<file path="config.mk">
export PLATFORM = sky130hd
export DESIGN_NAME = lcdc_top
export DESIGN_NICKNAME = d
export VERILOG_FILES = /design/src/lcdc_pkg.sv /design/src/lcdc_channel.sv /design/src/lcdc_top.sv
export SDC_FILE = /design/constraint.sdc
export NUM_CORES = 1
export LEC_CHECK = 0
export CORE_ASPECT_RATIO = 0.6
export CORE_MARGIN = 3
export CORE_UTILIZATION = 55
export CTS_CLUSTER_DIAMETER = 80
export DETAILED_ROUTE_END_ITERATION = 6
export DONT_BUFFER_PORTS = 1
export PLACE_DENSITY = 0.7
export SYNTH_ARGS = -nofsm -noshare
export SYNTH_HDL_FRONTEND = slang
export SYNTH_HIERARCHICAL = 1
export SYNTH_SLANG_ARGS = --single-unit
</file>
<file path="constraint.sdc">
create_clock -name sys_clk -period 7.3 [get_ports sys_clk]
set_clock_uncertainty 0.05 [all_clocks]
set_input_delay 1.46 -clock sys_clk [delete_from_list [all_inputs] [get_ports sys_clk]]
set_output_delay 1.46 -clock sys_clk [all_outputs]
set_load 0.05 [all_outputs]
</file>
<file path="src/lcdc_pkg.sv">
// Functional notes
// - Host drive register at 74h, reset 00h, bits 5..0 steer unlinked channels.
// - A linked channel ignores its host drive bit.
// - Drive bit 0 gives minimum duty, 1 actuates at maximum or behaviour duty.
// - Resting level follows polarity; actuated waveform comes from the behaviour duty.
// - A low pin means the lamp is lit and sinking current.
// - Inverted and resting, pin is low for the minimum-duty share of each period.
// - Transition register at 77h, reset 00h, one handover bit per channel.
// - Transition 0: linking a host-lit channel without touch changes its state.
// - Transition 1 with invert set: state kept on link, later touch toggles it.
// - Transition 1 with invert clear: state kept on link, touch has no effect.
// - Duty-mirror register at 79h, reset 00h; 1 counts duty from 100%.
// - Mirrored channels apply minimum and maximum duty relative to 100%.
// - Polarity change copies into mirror bit unless polarity follow is blocked.
// - Actuated, polarity 0 drives low; polarity 1 drives high or floats.
// - Unlinked host bit 1 is a touch trigger, 0 a release trigger.
package lcdc_pkg;
   localparam int NUM_CH = 6;
   localparam int DUTY_W = 7;
   localparam logic [7:0] ADDR_HOST_DRIVE = 8'h74;
   localparam logic [7:0] ADDR_LINK_TRAN = 8'h77;
   localparam logic [7:0] ADDR_DUTY_MIRROR = 8'h79;
   localparam logic [5:0] RESET_HOST_DRIVE = 6'h00;
   localparam logic [5:0] RESET_LINK_TRAN = 6'h00;
   localparam logic [5:0] RESET_DUTY_MIRROR = 6'h00;
   localparam logic [1:0] RESERVED_READ = 2'h0;
   localparam logic [DUTY_W-1:0] DUTY_FULL = 7'h64;
   localparam logic [DUTY_W-1:0] PERIOD_LAST = 7'h63;
   localparam logic [DUTY_W-1:0] DUTY_ZERO = 7'h00;
   localparam logic [DUTY_W-1:0] DUTY_STEP = 7'h01;
   localparam logic [7:0] READ_IDLE = 8'h00;
endpackage : lcdc_pkg

</file>
<file path="src/lcdc_channel.sv">
`timescale 1ns/1ps
module lcdc_channel (
   // Clock and reset
   input wire logic sys_clk,
   input wire logic rst_n,
   // Controls
   input wire logic host_actuate,
   input wire logic linked,
   input wire logic touch,
   input wire logic link_transition,
   input wire logic invert_link_handover,
   input wire logic polarity,
   input wire logic duty_mirror,
   input wire logic open_drain,
   // Duty
   input wire logic [lcdc_pkg::DUTY_W-1:0] min_duty,
   input wire logic [lcdc_pkg::DUTY_W-1:0] act_duty,
   input wire logic [lcdc_pkg::DUTY_W-1:0] pwm_count,
   // Results
   output logic actuate,
   output logic pin_out,
   output logic pin_oe_n
);
   logic linked_prev;
   logic held_state;
   logic next_linked_prev;
   logic next_held_state;
   logic next_actuate;
   logic next_pin_out;
   logic next_pin_oe_n;
   logic [lcdc_pkg::DUTY_W-1:0] duty;
   logic [lcdc_pkg::DUTY_W-1:0] eff_duty;
   logic active_level;
   logic level;

   always_comb begin
      next_linked_prev = linked;
      next_held_state = held_state;
      if (linked && !linked_prev) begin
         next_held_state = host_actuate;
      end
      if (!linked) begin
         next_actuate = host_actuate;
      end else if (!link_transition) begin
         next_actuate = touch;
      end else if (invert_link_handover) begin
         next_actuate = next_held_state ^ touch;
      end else begin
         next_actuate = next_held_state;
      end
      duty = actuate ? act_duty : min_duty;
      eff_duty = duty_mirror ? lcdc_pkg::DUTY_FULL - duty : duty;
      active_level = pwm_count < eff_duty;
      level = polarity ? active_level : !active_level;
      next_pin_out = level;
      next_pin_oe_n = open_drain && level;
   end

   always_ff @(posedge sys_clk or negedge rst_n) begin
      if (!rst_n) begin
         linked_prev <= 1'b0;
         held_state <= 1'b0;
         actuate <= 1'b0;
         pin_out <= 1'b1;
         pin_oe_n <= 1'b0;
      end else begin
         linked_prev <= next_linked_prev;
         held_state <= next_held_state;
         actuate <= next_actuate;
         pin_out <= next_pin_out;
         pin_oe_n <= next_pin_oe_n;
      end
   end
endmodule : lcdc_channel

</file>
<file path="src/lcdc_top.sv">
`timescale 1ns/1ps
module lcdc_top (
   // Clock and reset
   input wire logic sys_clk,
   input wire logic rst_n,
   // Register access port
   input wire logic [7:0] reg_addr,
   input wire logic [7:0] reg_wdata,
   input wire logic reg_wr,
   input wire logic reg_rd,
   output logic [7:0] reg_rdata,
   // Controls held elsewhere in the device
   input wire logic [lcdc_pkg::NUM_CH-1:0] link_enable,
   input wire logic [lcdc_pkg::NUM_CH-1:0] polarity,
   input wire logic [lcdc_pkg::NUM_CH-1:0] open_drain,
   input wire logic invert_link_handover,
   input wire logic block_polarity_follow,
   // Sensing and behaviour engine
   input wire logic [lcdc_pkg::NUM_CH-1:0] touch_input,
   input wire logic [lcdc_pkg::NUM_CH*lcdc_pkg::DUTY_W-1:0] min_duty,
   input wire logic [lcdc_pkg::NUM_CH*lcdc_pkg::DUTY_W-1:0] act_duty,
   output logic [lcdc_pkg::NUM_CH-1:0] actuate,
   // Lamp pins
   output logic [lcdc_pkg::NUM_CH-1:0] lamp_output,
   output logic [lcdc_pkg::NUM_CH-1:0] lamp_output_oe_n
);
   logic [lcdc_pkg::NUM_CH-1:0] host_drive;
   logic [lcdc_pkg::NUM_CH-1:0] link_transition;
   logic [lcdc_pkg::NUM_CH-1:0] duty_mirror;
   logic [lcdc_pkg::NUM_CH-1:0] polarity_prev;
   logic [lcdc_pkg::DUTY_W-1:0] pwm_count;
   logic [lcdc_pkg::NUM_CH-1:0] next_host_drive;
   logic [lcdc_pkg::NUM_CH-1:0] next_link_transition;
   logic [lcdc_pkg::NUM_CH-1:0] next_duty_mirror;
   logic [lcdc_pkg::NUM_CH-1:0] next_polarity_prev;
   logic [lcdc_pkg::DUTY_W-1:0] next_pwm_count;
   logic [7:0] next_reg_rdata;
   logic [lcdc_pkg::NUM_CH-1:0] pol_changed;

   always_comb begin
      next_host_drive = host_drive;
      next_link_transition = link_transition;
      next_duty_mirror = duty_mirror;
      next_polarity_prev = polarity;
      next_reg_rdata = lcdc_pkg::READ_IDLE;
      if (reg_wr) begin
         if (reg_addr == lcdc_pkg::ADDR_HOST_DRIVE) begin
            next_host_drive = reg_wdata[lcdc_pkg::NUM_CH-1:0];
         end else if (reg_addr == lcdc_pkg::ADDR_LINK_TRAN) begin
            next_link_transition = reg_wdata[lcdc_pkg::NUM_CH-1:0];
         end else if (reg_addr == lcdc_pkg::ADDR_DUTY_MIRROR) begin
            next_duty_mirror = reg_wdata[lcdc_pkg::NUM_CH-1:0];
         end
      end
      // Follow from polarity wins over a host write in the same cycle
      pol_changed = polarity ^ polarity_prev;
      if (!block_polarity_follow) begin
         next_duty_mirror = (next_duty_mirror & ~pol_changed) | (polarity & pol_changed);
      end
      if (reg_rd) begin
         if (reg_addr == lcdc_pkg::ADDR_HOST_DRIVE) begin
            next_reg_rdata = {lcdc_pkg::RESERVED_READ, host_drive};
         end else if (reg_addr == lcdc_pkg::ADDR_LINK_TRAN) begin
            next_reg_rdata = {lcdc_pkg::RESERVED_READ, link_transition};
         end else if (reg_addr == lcdc_pkg::ADDR_DUTY_MIRROR) begin
            next_reg_rdata = {lcdc_pkg::RESERVED_READ, duty_mirror};
         end
      end
      if (pwm_count == lcdc_pkg::PERIOD_LAST) begin
         next_pwm_count = lcdc_pkg::DUTY_ZERO;
      end else begin
         next_pwm_count = pwm_count + lcdc_pkg::DUTY_STEP;
      end
   end

   always_ff @(posedge sys_clk or negedge rst_n) begin
      if (!rst_n) begin
         host_drive <= lcdc_pkg::RESET_HOST_DRIVE;
         link_transition <= lcdc_pkg::RESET_LINK_TRAN;
         duty_mirror <= lcdc_pkg::RESET_DUTY_MIRROR;
         polarity_prev <= '0;
         pwm_count <= lcdc_pkg::DUTY_ZERO;
         reg_rdata <= lcdc_pkg::READ_IDLE;
      end else begin
         host_drive <= next_host_drive;
         link_transition <= next_link_transition;
         duty_mirror <= next_duty_mirror;
         polarity_prev <= next_polarity_prev;
         pwm_count <= next_pwm_count;
         reg_rdata <= next_reg_rdata;
      end
   end

   for (genvar ch = 0; ch < lcdc_pkg::NUM_CH; ch++) begin : g_ch
      lcdc_channel u_channel (
         .sys_clk(sys_clk),
         .rst_n(rst_n),
         .host_actuate(host_drive[ch]),
         .linked(link_enable[ch]),
         .touch(touch_input[ch]),
         .link_transition(link_transition[ch]),
         .invert_link_handover(invert_link_handover),
         .polarity(polarity[ch]),
         .duty_mirror(duty_mirror[ch]),
         .open_drain(open_drain[ch]),
         .min_duty(min_duty[ch*lcdc_pkg::DUTY_W +: lcdc_pkg::DUTY_W]),
         .act_duty(act_duty[ch*lcdc_pkg::DUTY_W +: lcdc_pkg::DUTY_W]),
         .pwm_count(pwm_count),
         .actuate(actuate[ch]),
         .pin_out(lamp_output[ch]),
         .pin_oe_n(lamp_output_oe_n[ch])
      );
   end
endmodule : lcdc_top

</file>
---- After elaboration in Yosys (flattened, before gate mapping) ----
Index checks and enable logic that the tools add are counted.
word-level totals
  register bits ........................... 69
  input bits .............................. 130
  output and inout port bits .............. 26
  logic and storage cells ................. 143
cells by class
  add/sub/neg operators ................... 7
  $lt $le $gt $ge ......................... 6
  eq/ne operators ......................... 4
  multiplexer cells ....................... 52
  bitwise operators ....................... 12
  reduce and logical (&&, ||, !) cells .... 26
operators with widths
  cell                                           count
  2-to-1 mux 7 bit                               13
  2-to-1 mux 6 bit                               9
  less-than comparator 7 bit                     6
  subtractor 7 bit, first input constant         6
  2-to-1 mux 1 bit                               30
  == test 8 x 7 -> 1 bit, second input constant  3
  bitwise AND 6 bit                              2
  logical AND 1 bit                              12
  logical NOT 1 bit                              12
  adder 7 x 1 -> 7 bit, second input constant    1
  == test 7 bit, second input constant           1
  NOT 6 bit                                      1
  OR 6 bit                                       1
  bitwise XOR 1 bit                              6
  bitwise XOR 6 bit                              1
  AND reduction 3 bit                            1
  AND reduction 2 bit                            1
  NOT 1 bit                                      1

---- Logic depth before layout (Yosys ltp) ----
  depth in word-level cells ............... 8
  depth in mapped cells ................... 11
  depth with buffers taken out ............ 10

---- By module ----
Netlist, hierarchy kept.
modules (own cells, without submodules)
  module                                 instances  cells each  area each (um2)  seq. area each (um2)
  lcdc_channel at g_ch[0].u_channel ...  5          62          601.8            126.4
  lcdc_top                               1          171         1925.6           925.9
  lcdc_channel at g_ch[2].u_channel      1          59          578.1            126.4

---- Worst setup path before layout ----
OpenSTA, ideal clock, no wires.
  path type ............................... input-to-reg
  from .................................... input port act_duty[15] (netlist bit)
  to ...................................... register g_ch[2].u_channel.pin_oe_n
  setup time .............................. 0.120 ns
  data arrival time ....................... 3.219 ns
  required time ........................... 7.130 ns
  setup slack ............................. 3.911 ns
  stages .................................. 9
  buffers on the path ..................... 0
  path through ............................ mux2i_1 > ha_1 > nand2_1 > xnor2_1 > ha_1 > or3_1 > o221a_4 > a211oi_2 > and3b_1
on the way
  word-level cells in the longest chain between the ends .. 7
RTL lines
  what                                       line                RTL
  start: declaration                         lcdc_top.sv:21      input wire logic [lcdc_pkg::NUM_CH*lcdc_pkg::DUTY_W-1:0] act_duty,
  2-to-1 mux 7 bit *                         lcdc_channel.sv:51  duty = actuate ? act_duty : min_duty;
  subtractor 7 bit                           lcdc_channel.sv:52  eff_duty = duty_mirror ? lcdc_pkg::DUTY_FULL - duty : duty;
  2-to-1 mux 7 bit *                         lcdc_channel.sv:52
  less-than comparator 7 bit *               lcdc_channel.sv:53  active_level = pwm_count < eff_duty;
  logical NOT 1 bit                          lcdc_channel.sv:54  level = polarity ? active_level : !active_level;
  2-to-1 mux 1 bit *                         lcdc_channel.sv:54
  logical AND 1 bit *                        lcdc_channel.sv:56  next_pin_oe_n = open_drain && level;
  named net g_ch[2].u_channel.next_pin_oe_n  lcdc_channel.sv:30  logic next_pin_oe_n;
  end signal: assignment                     lcdc_channel.sv:71  pin_oe_n <= next_pin_oe_n;
  end: declaration                           lcdc_channel.sv:22  output logic pin_oe_n
The timed path passes the listed nets; every way through them passes the cells marked *.
A chain may end at the register's enable or synchronous reset.

---- Worst setup path after layout ----
  from .................................... input port act_duty[36] (netlist bit)
  to ...................................... register g_ch[5].u_channel.pin_oe_n
on the way
  word-level cells in the longest chain between the ends .. 7
RTL lines
  what                                       line
  2-to-1 mux 7 bit *                         lcdc_channel.sv:51
  subtractor 7 bit                           lcdc_channel.sv:52
  2-to-1 mux 7 bit *                         lcdc_channel.sv:52
  less-than comparator 7 bit *               lcdc_channel.sv:53
  logical NOT 1 bit                          lcdc_channel.sv:54
  2-to-1 mux 1 bit *                         lcdc_channel.sv:54
  logical AND 1 bit *                        lcdc_channel.sv:56
  named net g_ch[5].u_channel.next_pin_oe_n  lcdc_channel.sv:30
  end signal: assignment                     lcdc_channel.sv:71
  end: declaration                           lcdc_channel.sv:22
Marked as above.

==> impl_results.md <==
- Family with the most delay on the worst path: compound AO/OA/AOI/OAI gates
- Switching Fraction: 0.318
- WP data required: 7470 ps
- Critical Path Sink Type: flop
- Status: finished clean
- CTS tree: done
- Number of max-cap violations: 0
- N_diodes: 0
- Maximum number of pins on one net before global-route repair: 68
- Fin crit period: 3410 ps
- # IOs: around 160
- Fraction of registers with async set/reset: 1.00
- Yosys warning count: 6
- Vias per cell: 6.46
- Worst-Skew Late Latency: between 300 and 400 ps
- # hold bufs at CTS: 0
- Die ar.: 0.0113 mm²
- Worst vdd ir: 0.171 mV
- P_int: 747 µW
- CTS root buf: clkbuf_16
- Leading area contributor after synthesis: dfrtp_1
- Synthesized instance count: 540
- Leak pwr: approximately 2.3 nW
- Power per cell area: ~190 mW/mm²
- GPL Wtd Cong: 0.854
- WL/cell: 19.9 µm
- Mean Syn Cell Area: approximately 10 µm²
- Vias in the first global route: 4402
- GRT overflow: 0
- Worst hold path type: flop to flop
- DRT Wirelength: 13.3 mm
- Sequential cell area fraction in the yosys report: 0.305
- Number of flip-flops in the largest register: 7
- RSZ-0062 raised after global routing: false
- Num CTS Buffers: 9
- Period utilization: 0.467
- Post-route design area: 0.00578 mm²
- Placed cell area: ~0.0055 mm²
- 1st-iter DRT viols: about 220
- Cells resized by post-CTS repair: 0
- Die Y: 83.6 µm
- Crit path largest cell delay: 290 ps
- Post-synth cell types: 63
- Synth top area cells: dfrtp_1 (28%), ha_1 (9.8%), mux2i_1 (5.4%)
- Nets: 704
- Gr usage total: 0.235
- Post-synthesis register bit count: 67
- Share of cells above drive strength 1: 0.183
- Psw: 349 µW
- H-tree Lvls: 3
- Clock sinks: 67
- Port Buffers: 0
- Fin. Hold Viols: 0
- Initial antenna violation count: 1
- Clock power share: 0.369
- Comb pwr share: 0.193
- Arrival time of the worst setup path: 3580 ps
- Final max-slew violation count: 0
- Crit-path cells: mux2i_1, ha_1, nor2_1, o21ai_0, xnor2_1, ha_1, a211o_1, a21oi_1, nor2_1, nor4b_2
- Slowest library cell on the worst path: a211o_1
- Top reg by flops: pwm_count
- Vias post-DR: roughly 4300
- # fillers: 767
- Layout area overhead: 4.88%
- Worst Tran Pin Value: 962 ps
- Most common cell after layout, fill and taps aside: dfrtp_1
- Most frequent cells in the layout: dfrtp_1 (61), ha_1 (43), nand2_1 (36)
- First-pass detailed-route iteration total: 5
- Width of the die: 135 µm
- Finish-stage setup viols: 0
- # DRC: 0
- Post-synth top area share: 0.277
- Worst Setup Start Kind: primary input
- ANT nets after route: 0
- Worst Path Buf+Inv: 0
- Post-synth EDFFs: 0
- Flop pwr share: 0.438
- Relative slew slack: 0.359
- Starting density of the core: 0.583
- First-pass GRT wire length: 21.3 mm
- CTS clk-pin slew, worst paths: 60 ps
- Synth Cell Area: between 0.005 and 0.006 mm²
- Post-CTS Setup Repair Bufs: 0
- Crit path kind: primary input to flop
- Core Rows: 27
- Post-DP HPWL: 10.3 mm
- Setup TNS: 0 ps
- Clk buf depth: 2
- Ys flop type: dfrtp_1
- Worst-path fanout max: 3
- Core ar.: 0.00946 mm²
- Fmax: 294 MHz
[synth_stat cells, types with 6 or more instances]
library cell and count:
ha_1 43, nor2b_1 8, nor3_1 19, nor2_1 27, nand2b_1 7, xnor2_1 15
and4_1 6, mux2i_1 30, nor3b_1 7, a21oi_1 19, xor2_1 18, mux2i_4 6
nand2_1 36, o221a_2 6, a211oi_1 7, o21ai_0 33, o32ai_1 11, o32a_1 6
inv_1 23, buf_6 8, a31oi_1 7, nand3_1 10, mux2_2 19, dfrtp_1 61
dfstp_2 6, o21a_1 10
[worst reg2reg max path, delay by kind of cell, from the launching register on]
family,cells,cell delay (ps)
DFF,1,970
AOI/OAI and AO/OA,3,670
and+or+nand+nor,3,570
adders and majority gates,2,560
muxes,1,290
xor gates and xnor gates,1,190
[cell type report]
type,instances,area [µm²],area share
Clock buffer,10,239,0.0413
Clock inverter,6,41.3,0.00714
Inverter,23,86.3,0.0149
Multi-Input combinational cell,430,3570,0.617
Sequential cell,67,1680,0.291
Tap cell,130,163,0.0281
[path summary, 6_finish.rpt]
check,from,endpoint,slack (ps),cells past startpoint
worst min-delay path,g_ch[1].u_channel/held_state,g_ch[1].u_channel/held_state,450,1
max in group asynchronous,rst_n,g_ch[5].u_channel/pin_out,6220,0
min in group asynchronous,rst_n,reg_rdata[3],770,0
worst min register to register,g_ch[1].u_channel/held_state,g_ch[1].u_channel/held_state,450,1
worst max-delay path,act_duty[36],g_ch[5].u_channel/pin_oe_n,3890,10
worst max register to register,g_ch[5].u_channel/actuate,g_ch[5].u_channel/pin_oe_n,3890,10
[per-stage QoR]
step | power, mW | hold slack, ps | cells | utilization | setup slack, ps
floorplan | 0.662 | 427 | 541 | - | 3910
detailed placement | 0.697 | 440 | 650 | 0.582 | 3580
global route | 1.15 | 481 | 666 | 0.611 | 3680
finish | 1.10 | 452 | 666 | 0.611 | 3890
CTS | 1.11 | 453 | 666 | 0.611 | 3890
global placement | 0.682 | 434 | 650 | 0.582 | 3710
[layer usage]
layer / track usage / share of wire / vias to the layer above / wire length (µm)
li1: - / - / 2033 / -
met1: 0.307 / 0.45 / 2078 / 5910
met2: 0.389 / 0.47 / 172 / 6250
met3: 0.0639 / 0.073 / 16 / 963
met4: 0.0558 / 0.011 / 2 / 140
met5: 0 / 0.00098 / - / 13
[kinds of logic (layout without fill, tap and decap cells)]
| family | Yosys count | in the layout | synth area share |
|---|---|---|---|
| and+or+nand+nor | 166 | 166 | 0.197 |
| AOI/OAI and AO/OA | 126 | 126 | 0.167 |
| DFF | 67 | 67 | 0.305 |
| muxes | 60 | 60 | 0.131 |
| buffers and inverters | 44 | 39 | 0.0479 |
| adders and majority gates | 43 | 43 | 0.0976 |
| xor gates and xnor gates | 33 | 33 | 0.0524 |
| other | 1 | 2 | 0.000680 |
[power groups by stage]
| stage | clock [mW] | sequential [mW] | combinational (mW) |
|---|---|---|---|
| floorplan | 0 | 0.470 | 0.192 |
| global placement | 0 | 0.485 | 0.197 |
| detailed placement | 0 | 0.487 | 0.211 |
| CTS | 0.413 | 0.480 | 0.212 |
| global route | 0.433 | 0.484 | 0.238 |
| finish | 0.404 | 0.479 | 0.212 |
Note: power is estimated with default switching activity, not from simulation.
